<file path="config.mk">
export PLATFORM = sky130hd
export DESIGN_NAME = afc_fan_ctrl
export DESIGN_NICKNAME = d
export VERILOG_FILES = /design/src/logic/afc_pkg.sv /design/src/logic/afc_fan_ctrl.sv /design/src/logic/afc_tach.sv
export VERILOG_INCLUDE_DIRS = /design/src /design/src/logic
export SDC_FILE = /design/constraint.sdc
export NUM_CORES = 2
export LEC_CHECK = 0
export ABC_AREA = 1
export BUFFER_PORTS_ARGS = -buffer_cell sky130_fd_sc_hd__buf_4
export CAP_MARGIN = 0
export CORE_MARGIN = 4
export CORE_UTILIZATION = 50
export CTS_CLUSTER_DIAMETER = 80
export DETAILED_ROUTE_END_ITERATION = 8
export GPL_TIMING_DRIVEN = 0
export PLACE_DENSITY = 0.71
export SETUP_SLACK_MARGIN = 0.1
export SYNTH_ARGS = -nofsm -noshare
export SYNTH_HDL_FRONTEND = slang
export SYNTH_HIERARCHICAL = 1
export SYNTH_SLANG_ARGS = --single-unit
</file>
<file path="constraint.sdc">
create_clock -name clk -period 86 [get_ports clk]
set_input_delay 8.6 -clock clk [delete_from_list [all_inputs] [get_ports clk]]
set_output_delay 8.6 -clock clk [all_outputs]
set_load 0.02 [all_outputs]
</file>
<file path="src/logic/afc_consts.svh">
// Timing figures, encodings and limit values of the automatic fan speed controller.
`ifndef AFC_CONSTS_SVH
`define AFC_CONSTS_SVH
`define AFC_CLK_KHZ       10000
`define AFC_CLK_MHZ       10
`define AFC_UPDATE_MS     1000
`define AFC_HOLD_MS       1600
`define AFC_LOOP_MS       100
`define AFC_TACH_TICK_US  20
`define AFC_DUTY_FULL     8'hff
`define AFC_DUTY_OFF      8'h00
`define AFC_DUTY_RESET    8'hff
`define AFC_DUTY_STEP     8'h01
`define AFC_PWM_LAST      8'hfe
`define AFC_COUNT_STOP    12'hfff
`define AFC_COUNT_ZERO    12'h000
`define AFC_SLOPE_ONE     2'h0
`define AFC_SLOPE_HALF    2'h1
`define AFC_SLOPE_QUARTER 2'h2
`define AFC_SLOPE_ZERO    2'h3
`define AFC_LEVEL_FULL    3'h4
`define AFC_TEMP_HI       10'sh07f
`define AFC_TEMP_LO       10'sh380
`define AFC_SPEED_HI      11'sh0ff
`endif

</file>
<file path="src/logic/afc_pkg.sv">
// Types shared by the automatic fan speed controller.
`default_nettype none
package afc_pkg;
    typedef enum logic [1:0] {AFC_MANUAL_DUTY, AFC_MANUAL_RPM, AFC_AUTO} afc_mode_t;
    typedef enum logic {AFC_LOOP_RUN, AFC_LOOP_HOLD} afc_loop_t;
    typedef struct packed {
        logic [3:0][7:0] boundary;
        logic [3:0][7:0] speed;
        logic [3:0]      hyst;
    } afc_curve_t;
    typedef struct packed {
        logic       enable;
        logic [7:0] start_point;
        logic [1:0] slope_up;
        logic [1:0] slope_dn;
    } afc_scale_t;
endpackage
`default_nettype wire

</file>
<file path="src/logic/afc_fan_ctrl.sv">
// Temperature driven fan speed controller with PWM output and fan fault alarm.
`include "afc_consts.svh"
`default_nettype none
module afc_fan_ctrl import afc_pkg::*; #(
    parameter int NSRC          = 4,
    parameter int SELW          = 2,
    parameter int UPDATE_CYCLES = `AFC_UPDATE_MS * `AFC_CLK_KHZ,
    parameter int HOLD_CYCLES   = `AFC_HOLD_MS * `AFC_CLK_KHZ,
    parameter int LOOP_CYCLES   = `AFC_LOOP_MS * `AFC_CLK_KHZ
) (
    input  wire logic                 clk,
    input  wire logic                 rstn,
    input  wire afc_mode_t            mode,
    input  wire logic                 auto_linear,
    input  wire logic                 auto_rpm_pct,
    input  wire afc_curve_t           curve,
    input  wire afc_scale_t           scale,
    input  wire logic [NSRC-1:0][7:0] temp_src,
    input  wire logic [SELW-1:0]      primary_sel,
    input  wire logic [SELW-1:0]      scale_sel,
    input  wire logic [7:0]           manual_duty,
    input  wire logic [11:0]          manual_expected,
    input  wire logic [11:0]          full_speed_count,
    input  wire logic [7:0]           min_duty,
    input  wire logic [7:0]           fault_period_sec,
    input  wire logic                 tach_pin,
    output var  logic                 pwm_output,
    output var  logic [7:0]           duty,
    output var  logic [11:0]          fan_count,
    output var  logic [11:0]          expected_count,
    output var  logic [7:0]           scaled_fan_temperature,
    output var  logic                 fan_fault_n
);
    logic [23:0]        sec_cnt_ff;
    logic [23:0]        loop_cnt_ff;
    logic [23:0]        hold_cnt_ff;
    logic               sec_tick;
    logic               loop_tick;
    logic signed [7:0]  primary_sensor_temperature;
    logic signed [7:0]  scaling_temperature;
    logic signed [9:0]  scale_diff;
    logic signed [9:0]  scale_adj;
    logic signed [9:0]  fan_temp_wide;
    logic signed [9:0]  fan_temp;
    logic [7:0]         scaled_temp_ff;
    logic [2:0]         raw_level;
    logic [2:0]         keep_level;
    logic [2:0]         level_ff;
    logic [2:0]         nxt_level;
    logic [1:0]         seg;
    logic signed [9:0]  seg_off;
    logic signed [9:0]  seg_span;
    logic signed [9:0]  seg_delta;
    logic signed [19:0] seg_prod;
    logic signed [19:0] seg_quot;
    logic signed [10:0] lin_sum;
    logic [7:0]         lin_speed;
    logic [7:0]         target_ff;
    logic [7:0]         nxt_target;
    logic [19:0]        pct_prod;
    logic [19:0]        pct_quot;
    logic [11:0]        pct_expected;
    logic [11:0]        expected_ff;
    logic [11:0]        nxt_expected;
    logic               closed_loop;
    logic               enter_hold;
    afc_loop_t          loop_ff;
    logic [7:0]         duty_ff;
    logic [7:0]         nxt_duty;
    logic [7:0]         pwm_cnt_ff;
    logic               pwm_out_ff;
    logic               slow;
    logic [7:0]         fault_sec_ff;
    logic               fault_n_ff;
    logic               fault_due;

    function automatic logic signed [9:0] afc_slope(input logic signed [9:0] d, input logic [1:0] code);
        unique case (code)
            `AFC_SLOPE_ONE:     afc_slope = d;
            `AFC_SLOPE_HALF:    afc_slope = d >>> 1;
            `AFC_SLOPE_QUARTER: afc_slope = d >>> 2;
            `AFC_SLOPE_ZERO:    afc_slope = 10'sh000;
        endcase
    endfunction

    afc_tach u_tach (
        .clk       (clk),
        .rstn      (rstn),
        .tach_pin  (tach_pin),
        .fan_count (fan_count)
    );

    // One-second update enable and the closed loop step enable.
    assign sec_tick  = (sec_cnt_ff == 24'(UPDATE_CYCLES - 1));
    assign loop_tick = (loop_cnt_ff == 24'(LOOP_CYCLES - 1));

    always_ff @(posedge clk or negedge rstn) begin
        if (!rstn) begin
            sec_cnt_ff <= 24'h000000;
        end else begin
            sec_cnt_ff <= sec_tick ? 24'h000000 : sec_cnt_ff + 24'h000001;
        end
    end

    always_ff @(posedge clk or negedge rstn) begin
        if (!rstn) begin
            loop_cnt_ff <= 24'h000000;
        end else begin
            loop_cnt_ff <= loop_tick ? 24'h000000 : loop_cnt_ff + 24'h000001;
        end
    end

    // Scaled fan temperature from the primary and the selected scaling source.
    assign primary_sensor_temperature = $signed(temp_src[primary_sel]);
    assign scaling_temperature        = $signed(temp_src[scale_sel]);
    assign scale_diff = 10'(scaling_temperature) - 10'($signed(scale.start_point));
    assign scale_adj  = (scale_diff >= 10'sh000) ? afc_slope(scale_diff, scale.slope_up)
                                                 : afc_slope(scale_diff, scale.slope_dn);
    assign fan_temp_wide = 10'(primary_sensor_temperature) + (scale.enable ? scale_adj : 10'sh000);

    always_comb begin
        if (fan_temp_wide > `AFC_TEMP_HI) begin
            fan_temp = `AFC_TEMP_HI;
        end else if (fan_temp_wide < `AFC_TEMP_LO) begin
            fan_temp = `AFC_TEMP_LO;
        end else begin
            fan_temp = fan_temp_wide;
        end
    end

    always_ff @(posedge clk or negedge rstn) begin
        if (!rstn) begin
            scaled_temp_ff <= 8'h00;
        end else begin
            scaled_temp_ff <= fan_temp[7:0];
        end
    end

    // Interval position: raw_level counts boundaries exceeded, keep_level those still held within hysteresis.
    always_comb begin
        raw_level  = 3'h0;
        keep_level = 3'h0;
        for (int i = 0; i < 4; i++) begin
            if (fan_temp > 10'($signed(curve.boundary[i]))) begin
                raw_level = raw_level + 3'h1;
            end
            if (fan_temp >= 10'($signed(curve.boundary[i])) - $signed({6'h00, curve.hyst})) begin
                keep_level = keep_level + 3'h1;
            end
        end
    end

    always_comb begin
        if (raw_level > level_ff) begin
            nxt_level = raw_level;
        end else if (keep_level < level_ff) begin
            nxt_level = keep_level;
        end else begin
            nxt_level = level_ff;
        end
    end

    // Linear interpolation inside the segment that holds the fan temperature.
    assign seg       = (raw_level == 3'h0) ? 2'h0 : 2'(raw_level - 3'h1);
    assign seg_off   = fan_temp - 10'($signed(curve.boundary[seg]));
    assign seg_span  = 10'($signed(curve.boundary[2'(seg + 2'h1)])) - 10'($signed(curve.boundary[seg]));
    assign seg_delta = $signed({2'b00, curve.speed[2'(seg + 2'h1)]}) - $signed({2'b00, curve.speed[seg]});
    assign seg_prod  = 20'(seg_delta) * 20'(seg_off);
    assign seg_quot  = (seg_span > 10'sh000) ? seg_prod / 20'(seg_span) : 20'sh00000;
    assign lin_sum   = $signed({3'b000, curve.speed[seg]}) + seg_quot[10:0];

    always_comb begin
        if (raw_level == 3'h0) begin
            lin_speed = curve.speed[0];
        end else if (lin_sum > `AFC_SPEED_HI) begin
            lin_speed = `AFC_DUTY_FULL;
        end else if (lin_sum < 11'sh000) begin
            lin_speed = `AFC_DUTY_OFF;
        end else begin
            lin_speed = lin_sum[7:0];
        end
    end

    always_comb begin
        if (nxt_level == `AFC_LEVEL_FULL) begin
            nxt_target = `AFC_DUTY_FULL;
        end else if (auto_linear) begin
            nxt_target = lin_speed;
        end else begin
            nxt_target = curve.speed[nxt_level[1:0]];
        end
    end

    // The automatic target moves only on the one-second enable.
    always_ff @(posedge clk or negedge rstn) begin
        if (!rstn) begin
            level_ff  <= 3'h0;
            target_ff <= `AFC_DUTY_RESET;
        end else if (mode == AFC_AUTO && sec_tick) begin
            level_ff  <= nxt_level;
            target_ff <= nxt_target;
        end
    end

    // Percent of full speed becomes an expected count, which grows as the percentage falls.
    assign pct_prod = 20'(full_speed_count) * 20'(`AFC_DUTY_FULL);
    assign pct_quot = (target_ff == `AFC_DUTY_OFF) ? 20'(`AFC_COUNT_STOP) : pct_prod / 20'(target_ff);
    assign pct_expected = (pct_quot > 20'(`AFC_COUNT_STOP)) ? `AFC_COUNT_STOP : pct_quot[11:0];
    assign nxt_expected = (mode == AFC_MANUAL_RPM) ? manual_expected : pct_expected;
    assign closed_loop  = (mode == AFC_MANUAL_RPM) || (mode == AFC_AUTO && auto_rpm_pct);

    always_ff @(posedge clk or negedge rstn) begin
        if (!rstn) begin
            expected_ff <= `AFC_COUNT_ZERO;
        end else begin
            expected_ff <= nxt_expected;
        end
    end

    // Closed loop duty: forced values first, then the post-stop hold, then a single step per loop enable.
    assign slow       = fan_count > expected_ff;
    assign enter_hold = closed_loop && loop_ff == AFC_LOOP_RUN && loop_tick
                        && expected_ff != `AFC_COUNT_STOP && expected_ff != `AFC_COUNT_ZERO
                        && fan_count < expected_ff && min_duty != `AFC_DUTY_OFF && duty_ff == min_duty;

    always_comb begin
        nxt_duty = duty_ff;
        if (mode == AFC_MANUAL_DUTY) begin
            nxt_duty = manual_duty;
        end else if (!closed_loop) begin
            nxt_duty = target_ff;
        end else if (expected_ff == `AFC_COUNT_STOP) begin
            nxt_duty = `AFC_DUTY_OFF;
        end else if (expected_ff == `AFC_COUNT_ZERO) begin
            nxt_duty = `AFC_DUTY_FULL;
        end else if (loop_ff == AFC_LOOP_HOLD || enter_hold) begin
            nxt_duty = `AFC_DUTY_OFF;
        end else if (loop_tick) begin
            if (slow && duty_ff != `AFC_DUTY_FULL) begin
                nxt_duty = (duty_ff < min_duty) ? min_duty : duty_ff + `AFC_DUTY_STEP;
            end else if (fan_count < expected_ff && duty_ff != `AFC_DUTY_OFF) begin
                nxt_duty = duty_ff - `AFC_DUTY_STEP;
            end
        end
    end

    always_ff @(posedge clk or negedge rstn) begin
        if (!rstn) begin
            duty_ff <= `AFC_DUTY_RESET;
        end else begin
            duty_ff <= nxt_duty;
        end
    end

    always_ff @(posedge clk or negedge rstn) begin
        if (!rstn) begin
            loop_ff     <= AFC_LOOP_RUN;
            hold_cnt_ff <= 24'h000000;
        end else begin
            unique case (loop_ff)
                AFC_LOOP_RUN: begin
                    hold_cnt_ff <= 24'h000000;
                    if (enter_hold) begin
                        loop_ff <= AFC_LOOP_HOLD;
                    end
                end
                AFC_LOOP_HOLD: begin
                    hold_cnt_ff <= hold_cnt_ff + 24'h000001;
                    if (!closed_loop || hold_cnt_ff == 24'(HOLD_CYCLES - 1)) begin
                        loop_ff <= AFC_LOOP_RUN;
                    end
                end
            endcase
        end
    end

    // Fault timer counts seconds while the fan stays slower than expected.
    assign fault_due = (fault_sec_ff >= fault_period_sec);

    always_ff @(posedge clk or negedge rstn) begin
        if (!rstn) begin
            fault_sec_ff <= 8'h00;
        end else if (!closed_loop || !slow || expected_ff == `AFC_COUNT_STOP) begin
            fault_sec_ff <= 8'h00;
        end else if (sec_tick && !fault_due) begin
            fault_sec_ff <= fault_sec_ff + 8'h01;
        end
    end

    always_ff @(posedge clk or negedge rstn) begin
        if (!rstn) begin
            fault_n_ff <= 1'b1;
        end else begin
            fault_n_ff <= !(closed_loop && slow && expected_ff != `AFC_COUNT_STOP && fault_due
                            && (duty_ff == `AFC_DUTY_FULL
                                || (duty_ff > min_duty && fan_count == `AFC_COUNT_STOP)));
        end
    end

    // PWM period of 255 clocks so that duty 255 is always high and 0 always low.
    always_ff @(posedge clk or negedge rstn) begin
        if (!rstn) begin
            pwm_cnt_ff <= 8'h00;
            pwm_out_ff <= 1'b0;
        end else begin
            pwm_cnt_ff <= (pwm_cnt_ff == `AFC_PWM_LAST) ? 8'h00 : pwm_cnt_ff + 8'h01;
            pwm_out_ff <= pwm_cnt_ff < duty_ff;
        end
    end

    assign pwm_output             = pwm_out_ff;
    assign duty                   = duty_ff;
    assign expected_count         = expected_ff;
    assign scaled_fan_temperature = scaled_temp_ff;
    assign fan_fault_n            = fault_n_ff;
endmodule
`default_nettype wire

</file>
<file path="src/logic/afc_tach.sv">
// Tachometer period counter with pin synchroniser.
`include "afc_consts.svh"
`default_nettype none
module afc_tach import afc_pkg::*; #(
    parameter int TICK_CYCLES = `AFC_TACH_TICK_US * `AFC_CLK_MHZ
) (
    input  wire logic        clk,
    input  wire logic        rstn,
    input  wire logic        tach_pin,
    output var  logic [11:0] fan_count
);
    logic [2:0]  sync_ff;
    logic        tach_lvl_ff;
    logic [7:0]  tick_cnt_ff;
    logic [11:0] period_ff;
    logic [11:0] fan_count_ff;
    logic        tick;
    logic        rise;

    always_ff @(posedge clk or negedge rstn) begin
        if (!rstn) begin
            // The line idles high under its pull-up, so reset matches it to avoid a false edge.
            sync_ff     <= 3'h7;
            tach_lvl_ff <= 1'b1;
        end else begin
            sync_ff <= {sync_ff[1:0], tach_pin};
            if (sync_ff[1] == sync_ff[2]) begin
                tach_lvl_ff <= sync_ff[2];
            end
        end
    end

    assign rise = (sync_ff[1] == sync_ff[2]) && sync_ff[2] && !tach_lvl_ff;
    assign tick = (tick_cnt_ff == 8'(TICK_CYCLES - 1));

    always_ff @(posedge clk or negedge rstn) begin
        if (!rstn) begin
            tick_cnt_ff <= 8'h00;
        end else begin
            tick_cnt_ff <= tick ? 8'h00 : tick_cnt_ff + 8'h01;
        end
    end

    // The count between two pulses is inversely proportional to speed; it sticks at all ones when pulses stop.
    always_ff @(posedge clk or negedge rstn) begin
        if (!rstn) begin
            period_ff    <= `AFC_COUNT_ZERO;
            fan_count_ff <= `AFC_COUNT_STOP;
        end else if (rise) begin
            period_ff    <= `AFC_COUNT_ZERO;
            fan_count_ff <= period_ff;
        end else if (tick) begin
            if (period_ff != `AFC_COUNT_STOP) begin
                period_ff <= period_ff + 12'h001;
            end else begin
                fan_count_ff <= `AFC_COUNT_STOP;
            end
        end
    end

    assign fan_count = fan_count_ff;
endmodule
`default_nettype wire

</file>
After elaboration in Yosys (flattened, before gate mapping)
Index checks and enable logic that the tools add are counted.
- logic and storage cells: 213
- memory bits (read-only): 0
- bits in writable memories: 0
- output and inout port bits: 42
- flip-flop bits (word level): 166
- latch bits: 0
- input port bits: 172
- memories: 0
- reduce and logical (&&, ||, !) cells: 45
- add/sub/neg operators: 27
- divide/modulo/power cells: 2
- eq/ne operators: 25
- shift-type cells: 0
- order comparisons: 28
- mux-type cells: 65
- bitwise gates (word level): 1
- multipliers: 2
- operator list (kind ; count):
    8-bit two-way mux ; 25
    8-bit binary-select mux with 2-bit select ; 7
    12-bit two-way mux ; 8
    10-bit one-hot mux with 4 select lines ; 2
    24-bit by 1-bit adder with 24-bit output (second input constant) ; 3
    24-bit == test (second input constant) ; 2
    24-bit two-way mux ; 2
    24-bit one-hot mux with 2 select lines ; 1
    10-bit by 9-bit >= comparator with 1-bit output ; 4
    10-bit by 8-bit greater-than comparator with 1-bit output ; 4
    10-bit two-way mux ; 4
    8-bit by 5-bit subtractor with 9-bit output ; 4
    8-bit by 1-bit adder with 8-bit output (second input constant) ; 4
    8-bit by 8-bit subtractor with 9-bit output ; 3
    12-bit == test (second input constant) ; 2
    24-bit by 20-bit == test with 1-bit output (second input constant) ; 1
    8-bit == test (second input constant) ; 3
    3-bit two-way mux ; 8
    12-bit != test (second input constant) ; 2
    20-bit by 20-bit divider with 20-bit output ; 1
    20-bit by 8-bit divider with 20-bit output ; 1
    20-bit by 12-bit greater-than comparator with 1-bit output (second input constant) ; 1
    12-bit by 8-bit multiplier with 20-bit output (second input constant) ; 1
    20-bit two-way mux ; 1
    other kinds (48) ; 101

Logic depth before layout (Yosys ltp)
- depth after elaboration: 34
- mapped depth: 424
- mapped depth without buffers: 412

By module
The synthesis kept the hierarchy.
- modules (own cells, without submodules) (module ; sequential area each (µm²) ; cells an instance ; area each (µm²) ; instances):
    afc_fan_ctrl ; 3274.4 ; 5794 ; 37766.2 ; 1
    afc_tach ; 920.9 ; 213 ; 1781.7 ; 1

Least setup slack after synthesis
Ideal clock, no wire load.
- kind: input port to flip-flop
- from: input port scale_sel[0]
- to: register target_ff[0]
- stages: 407
- setup time: 115 ps
- required time: 85885 ps
- data arrival time: 67263 ps
- path slack: 18623 ps
- buffers on the path: 19
- cells stage by stage: clkbuf_1 > inv_1 > clkbuf_1 > nor2_1 > o22ai_1 > fa_1 > nand3_1 > and2_1 > or2_2 > nand2_1 > a21oi_1 > or2_2 > nand2_1 > o21ai_0 > clkbuf_1 > a21oi_1 > o221ai_1 > nand3_1 > [371 not listed] > nor2_1 > ha_1 > a21oi_1 > nand2_1 > a21oi_1 > nor2_1 > nor2_1 > nor2_1 > nor2_1 > o21bai_1 > nand2_1 > a21oi_1 > a21oi_1 > a21oi_1 > nor2_1 > a21oi_1 > o21ai_0 > a32oi_1
- cells in the longest elaborated chain, start to end: 34
- elaborated cells between the ends (all ways): 69
- classes of those cells: add/sub: 14; mul: 1; div: 1; order compare: 16; eq/ne: 1; mux: 35; reduce/logical: 1
- RTL lines (element ; RTL line ; text):
    start: declaration ; afc_fan_ctrl.sv:20 ; input wire logic [SELW-1:0] scale_sel,
    8-bit binary-select mux with 2-bit select * ; afc_fan_ctrl.sv:115 ; assign scaling_temperature = $signed(temp_src[scale_sel]);
    8-bit two-way mux (not written as such) * ; afc_fan_ctrl.sv:115 ;
    8-bit by 8-bit subtractor with 9-bit output * ; afc_fan_ctrl.sv:116 ; assign scale_diff = 10'(scaling_temperature) - 10'($signed(scale.start_point));
    9-bit by 1-bit >= comparator with 1-bit output or 10-bit one-hot mux with 4 select lines (tied branches) ; afc_fan_ctrl.sv:117, afc_fan_ctrl.sv:78 ;
    10-bit two-way mux * ; afc_fan_ctrl.sv:117 ; assign scale_adj = (scale_diff >= 10'sh000) ? afc_slope(scale_diff, scale.slope_up)
    10-bit two-way mux * ; afc_fan_ctrl.sv:119 ; assign fan_temp_wide = 10'(primary_sensor_temperature) + (scale.enable ? scale_adj : 10'sh000);
    8-bit by 10-bit adder with 10-bit output * ; afc_fan_ctrl.sv:119 ;
    10-bit by 8-bit < comparator with 1-bit output (no line) ; - ;
    [2 not listed] ; - ;
    named net fan_temp[7] ; afc_fan_ctrl.sv:44 ; logic signed [9:0] fan_temp;
    [16 not listed] ; - ;
    11-bit two-way mux ; afc_fan_ctrl.sv:169 ; assign seg_quot = (seg_span > 10'sh000) ? seg_prod / 20'(seg_span) : 20'sh00000;
    8-bit by 11-bit adder with 11-bit output ; afc_fan_ctrl.sv:170 ; assign lin_sum = $signed({3'b000, curve.speed[seg]}) + seg_quot[10:0];
    11-bit by 1-bit < comparator with 1-bit output ; afc_fan_ctrl.sv:177 ; end else if (lin_sum < 11'sh000) begin
    8-bit two-way mux ; afc_fan_ctrl.sv:177 ;
    8-bit two-way mux ; afc_fan_ctrl.sv:175 ; end else if (lin_sum > `AFC_SPEED_HI) begin
    8-bit two-way mux ; afc_fan_ctrl.sv:173 ; if (raw_level == 3'h0) begin
    8-bit two-way mux ; afc_fan_ctrl.sv:187 ; end else if (auto_linear) begin
    8-bit two-way mux * ; afc_fan_ctrl.sv:185 ; if (nxt_level == `AFC_LEVEL_FULL) begin
    end signal: assignment ; afc_fan_ctrl.sv:198 ; target_ff <= `AFC_DUTY_RESET;
    end signal: assignment ; afc_fan_ctrl.sv:201 ; target_ff <= nxt_target;
    end: declaration ; afc_fan_ctrl.sv:58 ; logic [7:0] target_ff;
The timed path passes the listed nets; every way through them passes the cells marked *. The select of a mux whose other input is x is not followed.
A chain may end at the register's enable or synchronous reset.

Worst setup path in the final report
- from: input port scale_sel[0]
- to: register target_ff[7]
Same word-level chain as after synthesis.

==> metrics.cfg <==
[status]
outcome=completed

[routing]
ant_nets=0
viasPerCell=5.319
drc_errors=0
vias=39190
firstDrtPassIters=6
drt_iter0_drc=2476
drt-total-wl_um=107900
avgRoutedWirePerCell_um=14.65

[layout]
fin_nets=7256
drive_gt1_share_pct=8.173
seqCellArea_sq_mm=0.004195
final_util_pct=55.81
syn_to_final_growth_pct=10.04
multiInputGateArea_sq_mm=0.03116
num-fill-cells=7639

[sta]
tightest_slew_ns=1.299
slew_viol_final=0
min_period_ns=78.63
clock.fmax_ghz=0.01272
clock_skew_ns=0.02005
hold_slack_ns=0.3650
rsz0062_at_grt=false
slew_headroom_pct=12.71
hold_violations=0
setup_viol=0
finalSetupTns_ns=0
layout_setup_ws_ns=7.372
period_share_pct=91.43

[clocking]
clk_latency_ns=0.51
clock_sinks=166
cts_hold_buf=0
numCtsBuffers=17
ctsRootBufferMaster=clkbuf_16
cts_max_level=4
clk_path_buf_depth=2
clkTransAtPathRegs_ns=0.08
tritoncts=built

[run]
maxCapViolCount=0

[critical_path]
setup.worst_path.end_class=flop
r2r_cells=267
cpMostUsedCell=nand2_1
cp.required_ns=86.39
rr_endpoint=expected_count[0]
crit_start=scale_sel[0]
critPathLaunchType=primary input
arrival_ns=79.02
crit_type=primary input to flop
path_max_fanout=11
max_stage_delay_ns=0.77
rr_startpoint=target_ff[3]
rrSetupSlack_ns=40.23
slowest_stage=nor3_1

[worst_hold_path]
hp-class=flop to flop
min_delay_path_depth=0
hold_path_end=u_tach/sync_ff[1]
worstHoldStart=u_tach/sync_ff[0]

[die]
core_area_sq_mm=0.07798
initial_utilization_pct=50.72
die_w_um=289.2
dieHeight_um=289.2
die-area_sq_mm=0.08366
rows=102
ioPinCount=214

[global_routing]
antenna_found_initial=1
grt_pass1_vias=36780
grt_pass1_wl_um=177800
grt-ovfl-total=0
grt_max_degree=122
track_usage_pct=25.50

[placement]
dp_hpwl_um=90550
port-buffer-count=212
place.gp.congestion=0.9935
dp_slack_ns=5.382

[synth]
syn_area_sq_mm=0.03955
synth_edf_count=0
yosysMostFrequentCell=nand2_1
synthArstFlopShare_pct=100.0
synth_area_per_cell_sq_um=6.584
yosysWarnings=6
synth_common_cells=1,119 x nand2_1, 1,065 x inv_1, 633 x ha_1
syn_inst=6007
ys_seq_area_share_pct=10.61
synthTopCellsByArea=ha_1 20%, nand2_1 11%, inv_1 10%
synth_area_leader_cell=ha_1
synth_top_area_share_pct=20.03
ys_ff_latch=166
ys.flop_type=dfrtp_1
ys_types=72

[worst max-delay path, delay by kind of cell]
kind | cells | cell delay (ns)
buffers and inverters | 73 | 11.60
XOR/XNOR | 2 | 0.37
AO/OA/AOI/OAI | 165 | 29.60
adder cells (fa/ha/maj) | 35 | 11.66
AND/OR/NAND/NOR | 132 | 17.01
[worst max path at each step]
stage / to / slack [ns] / cells after the start
floorplan: target_ff[0] / 18.62 / 407
global placement: target_ff[7] / 5.26 / 401
detailed placement: target_ff[7] / 5.38 / 400
CTS: target_ff[7] / 5.51 / 404
global route: target_ff[7] / 0.09 / 408
finish: target_ff[7] / 7.37 / 407
[cells by family after synthesis]
group,after synthesis,share of synthesized area [%]
AND/OR/NAND/NOR,2311,25.52
AO/OA/AOI/OAI,1223,17.85
buffers and inverters,1192,11.41
adder cells (fa/ha/maj),771,27.01
XOR/XNOR,339,7.508
flip-flops,166,10.61
multiplexers,3,0.07909
other,2,0.01899
[what timing repair did]
action,in CTS,in global routing
setup endpoints to repair,0,8
buffers inserted,0,0
resized for setup,0,22
[cell usage in the layout (no fill, tap or decap), types with 14 or more instances in the layout]
master and count:
nand2_1 1119, inv_1 1065, ha_1 633, nor2_1 611
o21ai_0 439, a21oi_1 402, nand3_1 224, buf_4 215
xor2_1 213, fa_1 138, dfrtp_1 133, xnor2_1 124
nor3_1 78, clkbuf_1 73, nand4_1 68, conb_1 67
a21o_1 60, or2_2 54, o21bai_1 50, inv_2 35
o22ai_1 33, dfstp_2 33, o31ai_1 28, o21ai_1 26
nand2_2 25, o211ai_1 24, nor4_1 22, nand3_2 21
a31oi_1 21, a211oi_1 19, a21oi_2 17, clkbuf_16 17
nor2_2 16, o21a_1 16, nor2_4 15, a32oi_1 14
[sequential cells by signal (all words and copies together), names as in the netlist]
name / count
hold_cnt_ff: 24
loop_cnt_ff: 24
sec_cnt_ff: 24
expected_count: 12
u_tach/fan_count: 12
u_tach/period_ff: 12
duty: 8
fault_sec_ff: 8
pwm_cnt_ff: 8
scaled_fan_temperature: 8
target_ff: 8
u_tach/tick_cnt_ff: 8
level_ff: 3
u_tach/sync_ff: 3
fan_fault_n: 1
loop_ff: 1
pwm_output: 1
u_tach/tach_lvl_ff: 1
[stage by stage]
| step | cells | instance area [sq um] |
|---|---|---|
| CTS | 7366 | 43470 |
| global route | 7367 | 43520 |
| detailed placement | 7334 | 42850 |
| global placement | 7324 | 42680 |
| finish | 7368 | 43520 |
| floorplan | 6072 | 39790 |
[layer usage]
layer	track usage [%]	wire, um	up-vias
met4	7.229	2767	0
met5	0	0	-
li1	-	-	20240
met3	2.974	5046	152
met1	34.09	50290	17910
met2	43.45	49840	895
[layout make-up]
| type | count | share of cell area (%) |
|---|---|---|
| diodes | 2 | 0.01150 |
| clock buffers | 17 | 0.9775 |
| flip-flops and latches | 166 | 9.640 |
| well taps | 1040 | 2.990 |
| multi-input cells | 4714 | 71.60 |
| plain buffers | 86 | 0.8395 |
| clock inverters | 15 | 0.4543 |
| inverters | 1106 | 9.539 |
| repair buffers | 222 | 3.947 |
Power is left out: the tool's default activity adds up to more than one toggle a clock period on the data nets, which glitch-free logic cannot reach.
